===== src/hw/meter_event_map.svh =====
// register map, field positions, reset values and timing counts of the event flag block
// Function
// phase C reactive sign change sets first-status bit 12, sign in bit 6
// second summed power sign change sets first-status bit 13, sign in bit 7
// third summed power sign change sets first-status bit 18, sign in bit 8
// falling edge of pulse output one sets first-status bit 14
// falling edge of pulse output two sets first-status bit 15
// falling edge of pulse output three sets first-status bit 16
// pulse flags still set while the pin is disabled by bits 9-11
// power type per pulse output from config fields [2:0], [5:3], [8:6]
// end of each 8 kHz processing pass sets first-status bit 17
// first-status bits 31 down to 19 always read zero
// total no-load entry sets second-status bit 0, phase in bits [2:0]
// fundamental no-load entry sets bit 1, phase in [5:3], zero without fundamental
// apparent no-load entry sets second-status bit 2, phase in bits [8:6]
// missing crossings set second-status bits 3-8: volts A,B,C then currents A,B,C
// voltage A and B crossings set second-status bits 9 and 10
// voltage C crossing sets bit 11, current A,B,C crossings bits 12-14
// flags stay set until a one is written; zero writes keep them
`ifndef METER_EVENT_MAP_SVH
`define METER_EVENT_MAP_SVH

// register indices; byte address is four times the index
`define EVT_IDX_STATUS_FIRST  16'he502
`define EVT_IDX_STATUS_SECOND 16'he503
`define EVT_IDX_MASK_FIRST    16'he50a
`define EVT_IDX_MASK_SECOND   16'he50b
`define EVT_IDX_POWER_SIGN    16'he600
`define EVT_IDX_NOLOAD_PHASE  16'he601
`define EVT_IDX_PULSE_CONFIG  16'he610
`define EVT_IDX_ACCUM_MODE    16'he611

// first status fields
`define EVT_BIT_REV_REACT_C   12
`define EVT_BIT_REV_SUM_TWO   13
`define EVT_BIT_PULSE_BASE    14
`define EVT_BIT_PASS_DONE     17
`define EVT_BIT_REV_SUM_THREE 18
`define EVT_FIRST_IMPL_MASK   32'h0007_f000

// second status fields
`define EVT_BIT_NOLOAD_TOTAL  0
`define EVT_BIT_NOLOAD_FUND   1
`define EVT_BIT_NOLOAD_APP    2
`define EVT_BIT_TIMEOUT_BASE  3
`define EVT_BIT_CROSS_BASE    9
`define EVT_SECOND_IMPL_MASK  32'h0000_7fff

// sign register fields
`define EVT_BIT_SIGN_REACT_C   6
`define EVT_BIT_SIGN_SUM_TWO   7
`define EVT_BIT_SIGN_SUM_THREE 8

// pulse config: 3-bit selects from bit 0, disables from bit 9
`define EVT_SEL_WIDTH         3
`define EVT_BIT_DISABLE_BASE  9
`define EVT_PULSE_CFG_MASK    32'h0000_0fff
`define EVT_PULSE_CFG_RESET   32'h0000_0000

// accumulation mode: reactive reversal source select
`define EVT_BIT_REACT_SEL     7
`define EVT_ACCUM_MASK        32'h0000_00ff
`define EVT_ACCUM_RESET       32'h0000_0000

`define EVT_STATUS_RESET      32'h0000_0000
`define EVT_MASK_RESET        32'h0000_0000

// timing
`define EVT_CLK_PERIOD_NS     10
`define EVT_PULSE_LOW_US      80000

`endif


===== src/hw/meter_event_pkg.sv =====
// types shared by the event flag block
package meter_event_pkg;

  typedef enum logic [1:0] {
    PULSE_IDLE = 2'b01,
    PULSE_LOW  = 2'b10
  } pulse_state_t;

  typedef logic [31:0] reg_word_t;

endpackage


===== src/hw/meter_event_status_flags.sv =====
// event status flags of a three-phase metering core with a wishbone register port
//
// Implementation choice: register access over Wishbone.
`timescale 1ns/1ps
`default_nettype none
`include "meter_event_map.svh"

module meter_event_status_flags #(
  parameter bit          HAS_REACTIVE = 1'b1,
  parameter bit          HAS_FUND     = 1'b1,
  parameter int unsigned PULSE_CYCLES =
    (`EVT_PULSE_LOW_US * 1000) / `EVT_CLK_PERIOD_NS,
  parameter int unsigned CNT_W        = 24,
  parameter int unsigned ADR_W        = 18
) (
  input  wire logic             clk,
  input  wire logic             rst,
  input  wire logic             cyc_i,
  input  wire logic             stb_i,
  input  wire logic             we_i,
  input  wire logic [ADR_W-1:0] adr_i,
  input  wire logic [3:0]       sel_i,
  input  wire logic [31:0]      dat_i,
  output logic      [31:0]      dat_o,
  output logic                  ack_o,
  input  wire logic             reactiveSignTotalC,
  input  wire logic             reactiveSignFundC,
  input  wire logic             sumTwoSign,
  input  wire logic             sumThreeSign,
  input  wire logic [7:0]       powerPulseReq,
  input  wire logic             dspPassDone,
  input  wire logic [2:0]       noloadTotal,
  input  wire logic [2:0]       noloadFund,
  input  wire logic [2:0]       noloadApparent,
  input  wire logic [5:0]       crossTimeout,
  input  wire logic [5:0]       crossDetect,
  output logic                  freqOutOnePulse,
  output logic                  freqOutTwoPulse,
  output logic                  freqOutThreePulse,
  output logic                  irq
);

  // refuse sizes that the index decode or the pulse counter cannot serve
  if (ADR_W < 18) begin : g_bad_adr
    $error("ADR_W must hold a 16-bit register index above the byte lanes");
  end
  if (CNT_W < 1 || CNT_W > 32) begin : g_bad_cnt
    $error("CNT_W must lie between 1 and 32");
  end
  if (PULSE_CYCLES < 1 || 64'(PULSE_CYCLES) >= (64'd1 << CNT_W)) begin : g_bad_pulse
    $error("PULSE_CYCLES must be at least one and fit in CNT_W bits");
  end

  // ---------------- bus slave ----------------
  logic [15:0]                   regIdx;
  logic                          busReq;
  logic                          wrCommit;
  logic [31:0]                   laneMask;
  logic [31:0]                   wrBits;
  meter_event_pkg::reg_word_t    rdData;

  logic [31:0] statusFirst_q;
  logic [31:0] statusFirst_d;
  logic [31:0] statusSecond_q;
  logic [31:0] statusSecond_d;
  logic [31:0] maskFirst_q;
  logic [31:0] maskSecond_q;
  logic [31:0] pulseCfg_q;
  logic [31:0] accumCfg_q;
  logic [31:0] signReg;
  logic [31:0] noloadReg;

  assign regIdx   = adr_i[17:2];
  assign busReq   = cyc_i & stb_i;
  // the write lands on the edge where the master sees ack
  assign wrCommit = busReq & we_i & ack_o;
  // byte lanes limit every write, clears included
  assign laneMask = {{8{sel_i[3]}}, {8{sel_i[2]}}, {8{sel_i[1]}}, {8{sel_i[0]}}};
  assign wrBits   = dat_i & laneMask;

  // one wait state: ack follows the taken edge and never stretches
  always_ff @(posedge clk or posedge rst) begin
    if (rst) begin
      ack_o <= 1'b0;
    end else begin
      ack_o <= busReq & ~ack_o;
    end
  end

  always_comb begin
    rdData = 32'h0000_0000;
    case (regIdx)
      `EVT_IDX_STATUS_FIRST: begin
        rdData = statusFirst_q;
      end
      `EVT_IDX_STATUS_SECOND: begin
        rdData = statusSecond_q;
      end
      `EVT_IDX_MASK_FIRST: begin
        rdData = maskFirst_q;
      end
      `EVT_IDX_MASK_SECOND: begin
        rdData = maskSecond_q;
      end
      `EVT_IDX_POWER_SIGN: begin
        rdData = signReg;
      end
      `EVT_IDX_NOLOAD_PHASE: begin
        rdData = noloadReg;
      end
      `EVT_IDX_PULSE_CONFIG: begin
        rdData = pulseCfg_q;
      end
      `EVT_IDX_ACCUM_MODE: begin
        rdData = accumCfg_q;
      end
      default: begin
        rdData = 32'h0000_0000;
      end
    endcase
  end

  // read data caught at the taken edge, held until the next access
  always_ff @(posedge clk or posedge rst) begin
    if (rst) begin
      dat_o <= 32'h0000_0000;
    end else if (busReq & ~ack_o) begin
      dat_o <= rdData;
    end
  end

  always_ff @(posedge clk or posedge rst) begin
    if (rst) begin
      maskFirst_q  <= `EVT_MASK_RESET;
      maskSecond_q <= `EVT_MASK_RESET;
      pulseCfg_q   <= `EVT_PULSE_CFG_RESET;
      accumCfg_q   <= `EVT_ACCUM_RESET;
    end else if (wrCommit) begin
      case (regIdx)
        `EVT_IDX_MASK_FIRST: begin
          maskFirst_q <= ((maskFirst_q & ~laneMask) | wrBits) & `EVT_FIRST_IMPL_MASK;
        end
        `EVT_IDX_MASK_SECOND: begin
          maskSecond_q <= ((maskSecond_q & ~laneMask) | wrBits) & `EVT_SECOND_IMPL_MASK;
        end
        `EVT_IDX_PULSE_CONFIG: begin
          pulseCfg_q <= ((pulseCfg_q & ~laneMask) | wrBits) & `EVT_PULSE_CFG_MASK;
        end
        `EVT_IDX_ACCUM_MODE: begin
          accumCfg_q <= ((accumCfg_q & ~laneMask) | wrBits) & `EVT_ACCUM_MASK;
        end
        default: begin
        end
      endcase
    end
  end

  // ---------------- sign tracking ----------------
  logic reactCSrc;
  logic signReactC_q;
  logic signSumTwo_q;
  logic signSumThree_q;
  logic revReactC;
  logic revSumTwo;
  logic revSumThree;

  // reactive source select
  assign reactCSrc   = accumCfg_q[`EVT_BIT_REACT_SEL] ? reactiveSignFundC : reactiveSignTotalC;
  // flag only on reactive parts
  assign revReactC   = HAS_REACTIVE & (reactCSrc != signReactC_q);
  // sum two reversal
  assign revSumTwo   = sumTwoSign != signSumTwo_q;
  // sum three reversal
  assign revSumThree = sumThreeSign != signSumThree_q;

  // signs start positive; a negative power after reset counts as a reversal
  always_ff @(posedge clk or posedge rst) begin
    if (rst) begin
      signReactC_q   <= 1'b0;
      signSumTwo_q   <= 1'b0;
      signSumThree_q <= 1'b0;
    end else begin
      signReactC_q   <= HAS_REACTIVE & reactCSrc;
      signSumTwo_q   <= sumTwoSign;
      signSumThree_q <= sumThreeSign;
    end
  end

  // read-only view of the last sampled signs
  always_comb begin
    signReg = 32'h0000_0000;
    // recorded reactive sign
    signReg[`EVT_BIT_SIGN_REACT_C]   = signReactC_q;
    // recorded sum two sign
    signReg[`EVT_BIT_SIGN_SUM_TWO]   = signSumTwo_q;
    // recorded sum three sign
    signReg[`EVT_BIT_SIGN_SUM_THREE] = signSumThree_q;
  end

  // ---------------- pulse outputs ----------------
  logic [2:0] pulseFall;
  logic [2:0] pulsePin_q;

  for (genvar k = 0; k < 3; k++) begin : g_pulse
    meter_event_pkg::pulse_state_t state_q;
    meter_event_pkg::pulse_state_t state_d;
    logic [CNT_W-1:0]              cnt_q;
    logic [2:0]                    powerSel;
    logic                          req;
    logic                          pinOff;

    // power type select field
    assign powerSel = pulseCfg_q[`EVT_SEL_WIDTH*k +: `EVT_SEL_WIDTH];
    assign req      = powerPulseReq[powerSel];
    assign pinOff   = pulseCfg_q[`EVT_BIT_DISABLE_BASE + k];

    always_comb begin
      state_d = state_q;
      case (state_q)
        meter_event_pkg::PULSE_IDLE: begin
          if (req) begin
            state_d = meter_event_pkg::PULSE_LOW;
          end
        end
        meter_event_pkg::PULSE_LOW: begin
          if (cnt_q == CNT_W'(PULSE_CYCLES - 1)) begin
            state_d = meter_event_pkg::PULSE_IDLE;
          end
        end
        default: begin
          state_d = meter_event_pkg::PULSE_IDLE;
        end
      endcase
    end

    // requests during a pulse are dropped; the pulse width sets the top rate
    always_ff @(posedge clk or posedge rst) begin
      if (rst) begin
        state_q <= meter_event_pkg::PULSE_IDLE;
        cnt_q   <= '0;
      end else begin
        state_q <= state_d;
        cnt_q   <= (state_d == meter_event_pkg::PULSE_LOW &&
                    state_q == meter_event_pkg::PULSE_LOW) ? cnt_q + 1'b1 : '0;
      end
    end

    // internal pulse runs regardless of disable
    assign pulseFall[k] = (state_q == meter_event_pkg::PULSE_IDLE) &&
                          (state_d == meter_event_pkg::PULSE_LOW);

    // pin idles high; a blocked pin stays high through the whole pulse
    // disable only blocks the pin
    always_ff @(posedge clk or posedge rst) begin
      if (rst) begin
        pulsePin_q[k] <= 1'b1;
      end else begin
        pulsePin_q[k] <= pinOff | (state_d == meter_event_pkg::PULSE_IDLE);
      end
    end
  end

  assign freqOutOnePulse   = pulsePin_q[0];
  assign freqOutTwoPulse   = pulsePin_q[1];
  assign freqOutThreePulse = pulsePin_q[2];

  // ---------------- no-load tracking ----------------
  logic [2:0] nlTotal_q;
  logic [2:0] nlFund_q;
  logic [2:0] nlApp_q;
  logic [2:0] nlFundIn;

  // no fundamental path, no flag
  assign nlFundIn = HAS_FUND ? noloadFund : 3'h0;

  // last levels mark entry; leaving no-load sets nothing
  always_ff @(posedge clk or posedge rst) begin
    if (rst) begin
      nlTotal_q <= 3'h0;
      nlFund_q  <= 3'h0;
      nlApp_q   <= 3'h0;
    end else begin
      nlTotal_q <= noloadTotal;
      nlFund_q  <= nlFundIn;
      nlApp_q   <= noloadApparent;
    end
  end

  always_comb begin
    noloadReg = 32'h0000_0000;
    // total no-load phases
    noloadReg[2:0] = nlTotal_q;
    // fundamental no-load phases
    noloadReg[5:3] = nlFund_q;
    // apparent no-load phases
    noloadReg[8:6] = nlApp_q;
  end

  // ---------------- status registers ----------------
  logic [31:0] setFirst;
  logic [31:0] setSecond;
  logic [31:0] clrFirst;
  logic [31:0] clrSecond;

  always_comb begin
    setFirst = 32'h0000_0000;
    // reactive reversal flag
    setFirst[`EVT_BIT_REV_REACT_C]   = revReactC;
    // sum two reversal flag
    setFirst[`EVT_BIT_REV_SUM_TWO]   = revSumTwo;
    // pulse one falling edge
    setFirst[`EVT_BIT_PULSE_BASE]    = pulseFall[0];
    // pulse two falling edge
    setFirst[`EVT_BIT_PULSE_BASE+1]  = pulseFall[1];
    // pulse three falling edge
    setFirst[`EVT_BIT_PULSE_BASE+2]  = pulseFall[2];
    // processing pass done
    setFirst[`EVT_BIT_PASS_DONE]     = dspPassDone;
    // sum three reversal flag
    setFirst[`EVT_BIT_REV_SUM_THREE] = revSumThree;
  end

  // timeouts and crossings arrive as one-cycle strobes
  always_comb begin
    setSecond = 32'h0000_0000;
    // entry into total no-load
    setSecond[`EVT_BIT_NOLOAD_TOTAL] = |(noloadTotal & ~nlTotal_q);
    // entry into fundamental no-load
    setSecond[`EVT_BIT_NOLOAD_FUND]  = |(nlFundIn & ~nlFund_q);
    // entry into apparent no-load
    setSecond[`EVT_BIT_NOLOAD_APP]   = |(noloadApparent & ~nlApp_q);
    // missing crossings, volts then currents
    setSecond[`EVT_BIT_TIMEOUT_BASE +: 6] = crossTimeout;
    // detected crossings, volts then currents
    setSecond[`EVT_BIT_CROSS_BASE +: 6]   = crossDetect;
  end

  // write one to clear
  assign clrFirst  = (wrCommit && regIdx == `EVT_IDX_STATUS_FIRST) ? wrBits : 32'h0000_0000;
  assign clrSecond = (wrCommit && regIdx == `EVT_IDX_STATUS_SECOND) ? wrBits : 32'h0000_0000;

  // set beats a same-cycle clear
  // reserved bits masked to zero
  assign statusFirst_d  = ((statusFirst_q & ~clrFirst) | setFirst) & `EVT_FIRST_IMPL_MASK;
  assign statusSecond_d = ((statusSecond_q & ~clrSecond) | setSecond) & `EVT_SECOND_IMPL_MASK;

  always_ff @(posedge clk or posedge rst) begin
    if (rst) begin
      statusFirst_q <= `EVT_STATUS_RESET;
    end else begin
      statusFirst_q <= statusFirst_d;
    end
  end

  always_ff @(posedge clk or posedge rst) begin
    if (rst) begin
      statusSecond_q <= `EVT_STATUS_RESET;
    end else begin
      statusSecond_q <= statusSecond_d;
    end
  end

  // ---------------- interrupt ----------------
  // registered level: lags the flag by a cycle but never glitches
  always_ff @(posedge clk or posedge rst) begin
    if (rst) begin
      irq <= 1'b0;
    end else begin
      irq <= |(statusFirst_q & maskFirst_q) | |(statusSecond_q & maskSecond_q);
    end
  end

endmodule
`default_nettype wire


===== config.mk =====
export PLATFORM = sky130hd
export DESIGN_NAME = meter_event_status_flags
export DESIGN_NICKNAME = d
export VERILOG_FILES = /design/src/hw/meter_event_pkg.sv /design/src/hw/meter_event_status_flags.sv
export VERILOG_INCLUDE_DIRS = /design/src /design/src/hw
export SDC_FILE = /design/constraint.sdc
export NUM_CORES = 1
export LEC_CHECK = 0
export BUFFER_PORTS_ARGS = -buffer_cell sky130_fd_sc_hd__buf_2
export CORE_MARGIN = 2
export CORE_UTILIZATION = 40
export DETAILED_ROUTE_END_ITERATION = 8
export GPL_TIMING_DRIVEN = 0
export PLACE_DENSITY = 0.64
export SYNTH_ARGS = -nofsm -noshare
export SYNTH_HDL_FRONTEND = slang
export SYNTH_SLANG_ARGS = --single-unit

===== constraint.sdc =====
create_clock -name clk -period 5.22 [get_ports clk]
set_input_delay 0.261 -clock clk [delete_from_list [all_inputs] [get_ports clk]]
set_output_delay 0.261 -clock clk [all_outputs]
set_load 0.02 [all_outputs]

# == Yosys cells after proc, flatten, opt, wreduce, memory -nomap -nowiden ==
# Cells that the tools add are included.
# Widths: inputs -> output; s select.
# word_totals
ff_bits,191
output_inout_bits,37
word_cells,128
# op_classes
n_addsub,3
magnitude_cmp,3
eq_ne,26
muxes,22
n_bitwise,33
reduce_logical,17
# op_table
cell,count
$pmux 19 s8,1
$eq 16x16->1 const B,8
$and 19x19->19,4
$add 24x1->24 const B,3
$eq 24x23->1 const B,3
$mux 24,3
$reduce_or 32->1,2
$and 15x15->15,3
$not 19->19,2
$or 19x19->19,2
$or 15x15->15,2
$mux 19,1
$mux 15,1
$not 15->15,1
$and 12x12->12,1
$eq 2x1->1 const B,6
$eq 2x2->1 const B,6
$lt 3x4->1 const B,3
$mux 2,6
$or 12x12->12,1
$pmux 2 s2,3
$and 3x3->3,3
$bmux 1 s3,3
$not 3->3,3
10 further kinds,33

# == Logic depth before layout (Yosys ltp) ==
# depth
depth_word,8
depth_mapped,8
depth_no_buf,6

# == Worst setup path after synthesis ==
# Ideal clock, no wire load.
# synth_path
kind,input -> register
from,input port adr_i[5]
to,register (tool-made name)
setup_time_ns,0.125
t_arrival_ns,2.459
required_ns,5.095
setup_slack_ns,2.636
path_stages,8
path_cell_list,buf_2 or4b_2 nor4_1 and3_1 buf_4 and3_1 buf_2 mux2_2
# synth_lines
element,line,source
from (decl),meter_event_status_flags.sv:21,"input wire logic [ADR_W-1:0] adr_i,"

==> metrics.md <==
| Metric | Value |
|---|---|
| GRT Util Overall | 0.178 |
| Vias in the first global route | about 6.4k |
| Final Power | around 3000 µW |
| Syn Inst Count | between 800 and 900 |
| Io pins | 130 |
| Residual DRC | 0 |
| HP Start | crossDetect[3] |
| # clock sinks | between 150 and 200 |
| CP endpoint kind | register |
| Placed insts | about 1.2k |
| Syn_area_per_cell | 10.8 µm² |
| Unrepaired setup endpoints after global routing | false |
| CTS tree | done |
| Data required time of the critical path | 5520 ps |
| Final hold vios | 0 |
| Most frequent cells in the layout | dfrtp_1 (172), buf_2 (102), nor2_1 (92), nand2_1 (67), mux2_2 (58) |
| Max Clk Rate | about 340 MHz |
| Max Cap Violations | 0 |
| Post-cts resize count | 0 |
| Critical Path Sink | g_pulse[0].cnt_q[22] |
| Die area | between 20,000 and 25,000 µm² |
| Reg2Reg Depth | 6 |
| Clk_lat worst skew | 440 ps |
| Clock Skew | 8.94 ps |
| Final setup violation count | 0 |
| Nets | 1,062 |
| Mapped Area | between 8000 and 9000 µm² |
| Largest net degree at the start of global routing | approximately 100 |
| Pwr Density | 284 nW/µm² |
| Placeable Area | between 20,000 and 25,000 µm² |
| Crit start category | register |
| Worst reg2reg setup slack | 2260 ps |
| Clk root buf | clkbuf_16 |
| Crit-path max FO | 10 |
| Final Hold Slack | 20.0 ps |
| WP data arrival | 3260 ps |
| # Post-CTS Setup Buffers | 0 |
| Clock transition at path regs | 70 ps |
| Synth warn | 0 |
| Setup WS pre-CTS | 2000 ps |
| Post-synth EDFFs | 0 |
| Primary FF master, synth | dfrtp_1 |
| Num CTS Buffers | 17 |
| Async SR Flop Fraction | 1.00 |
| Worst r2r dst | g_pulse[0].cnt_q[22] |
| Fin crit period | 2960 ps |
| Sequential area share after synthesis | 0.509 |
| Global route total overflow | 0 |
| First-pass GRT wire length | ~33,000 µm |
| Post-synthesis cell type count | 58 |
| Routed via count | between 6k and 7k |
| Yosys reg bits | around 180 |
| DIE HEIGHT | 152 µm |
| Max VDD drop | 184 µV |
| Chip Width | between 150 and 200 µm |
| Post-DP HPWL | 14,700 µm |
| TritonRoute pass-1 iters | 6 |
| Number of port buffers | between 90 and 100 |
| Leading cell type in the layout, fill and taps excluded | dfrtp_1 |
| Layout Cells excl Fill | about 1.3k |
| Status | completed |
| Setup ws final | 2260 ps |
| Actual slew at the worst max-slew pin | 1120 ps |
| Fraction of the cycle the final worst path needs | 0.567 |
| P_leak | between 0.004 and 0.005 µW |
| Slew headroom | 0.249 |
| # rows | 54 |
| Fraction of layout cells with a size suffix above 1 | 0.250 |
| Critical path type | register to register |
| Starting Density | 0.404 |
| Antenna violations before repair | 0 |
| # diodes | 0 |
| Max-slew violations | 0 |
| RePlAce Congestion | a little over 0.8 |
| Hold Path Class | input port to register |
| Hold-fix buffers, CTS | 18 |
| Max Buffers Root-to-Sink | 2 |
| Layout area overhead | 19.0% |
| DR iter-0 viols | 361 |
| WL final | between 20,000 and 25,000 µm |
| Routed Antenna Nets | 0 |
| Core Util, Final | 0.481 |
| Via/cell ratio | ~5.2 |
| Avg WL per Cell | between 15 and 20 µm |
| H-tree lvl count | 4 |
## cell usage after synthesis, types with 14 or more instances
cell type    n  area, µm²
inv_1       31        116
buf_4       14        105
clkbuf_1    23       86.3
nor2_1      92        345
a21o_1      18        135
nand3_1     29        145
nand4_1     21        131
mux2i_1     14        140
dfrtp_1    172       4300
nor4_1      18        113
a22oi_1     14        105
o21ai_0     20        100
xor2_1      26        228
mux2_2      58        653
and3_1      14       87.6
nor3_1      18       90.1
nand2_1     67        251
xnor2_1     43        377
## report_power, final
part | internal [µW] | leakage, µW | switching, µW
logic | 115 | 0.00197 | 166
clock network | 635 | 0.000278 | 604
registers | 1420 | 0.00231 | 22.8
## worst min path at each step
stage,end,slack (ps),cells after the start
3_3_place_gp,nlTotal_q[0],380,1
4_1_cts,statusSecond_q[12],2,2
2_1_floorplan,nlApp_q[0],290,0
5_1_grt,statusSecond_q[3],10,2
3_5_place_dp,g_pulse[1].cnt_q[0],370,2
6_report,statusSecond_q[12],20,2
## worst max-delay path, cell delays in order (launching register included)
cell       delay, ps
dfrtp_1          460
mux4_2           530
mux2i_1          540
a21boi_0         290
o2111ai_1        480
clkbuf_1         420
nor2_1           110
## logic make-up (layout without fill, tap and decap cells)
group,count (synthesis),count (layout),synth area share
compound gates,94,94,0.0778
other cells,1,13,0.000428
fa+ha+maj,9,9,0.0128
buf+inv,74,223,0.0391
simple gates,300,300,0.170
xor+xnor,69,69,0.0689
mux,87,87,0.122
flops,178,178,0.509
## layer usage
layer / vias up / routed length [µm] / track usage
met5: - / 0 / 0
met4: 0 / 609 / 0.0765
met3: 34 / 904 / 0.0382
met2: 149 / 9440 / 0.278
met1: 3189 / 9270 / 0.240
li1: 3156 / - / -
## layout make-up
| class | count | area [µm²] |
|---|---|---|
| buffer | 43 | 226 |
| clock buffer | 17 | 425 |
| clock inverter | 15 | 140 |
| fill | 2025 | 11300 |
| inverter | 31 | 124 |
| multi-input combinational | 572 | 4010 |
| sequential | 178 | 4460 |
| tap | 280 | 350 |
| timing repair buffer | 117 | 698 |
## stage by stage
stage          cell area, µm²  setup TNS [ps]
2_1_floorplan            8810               0
3_3_place_gp             9650         -347090
3_5_place_dp             9690               0
4_1_cts                 10400               0
5_1_grt                 10400               0
6_report                10400               0
No activity file was read; power rests on OpenSTA's default activity.
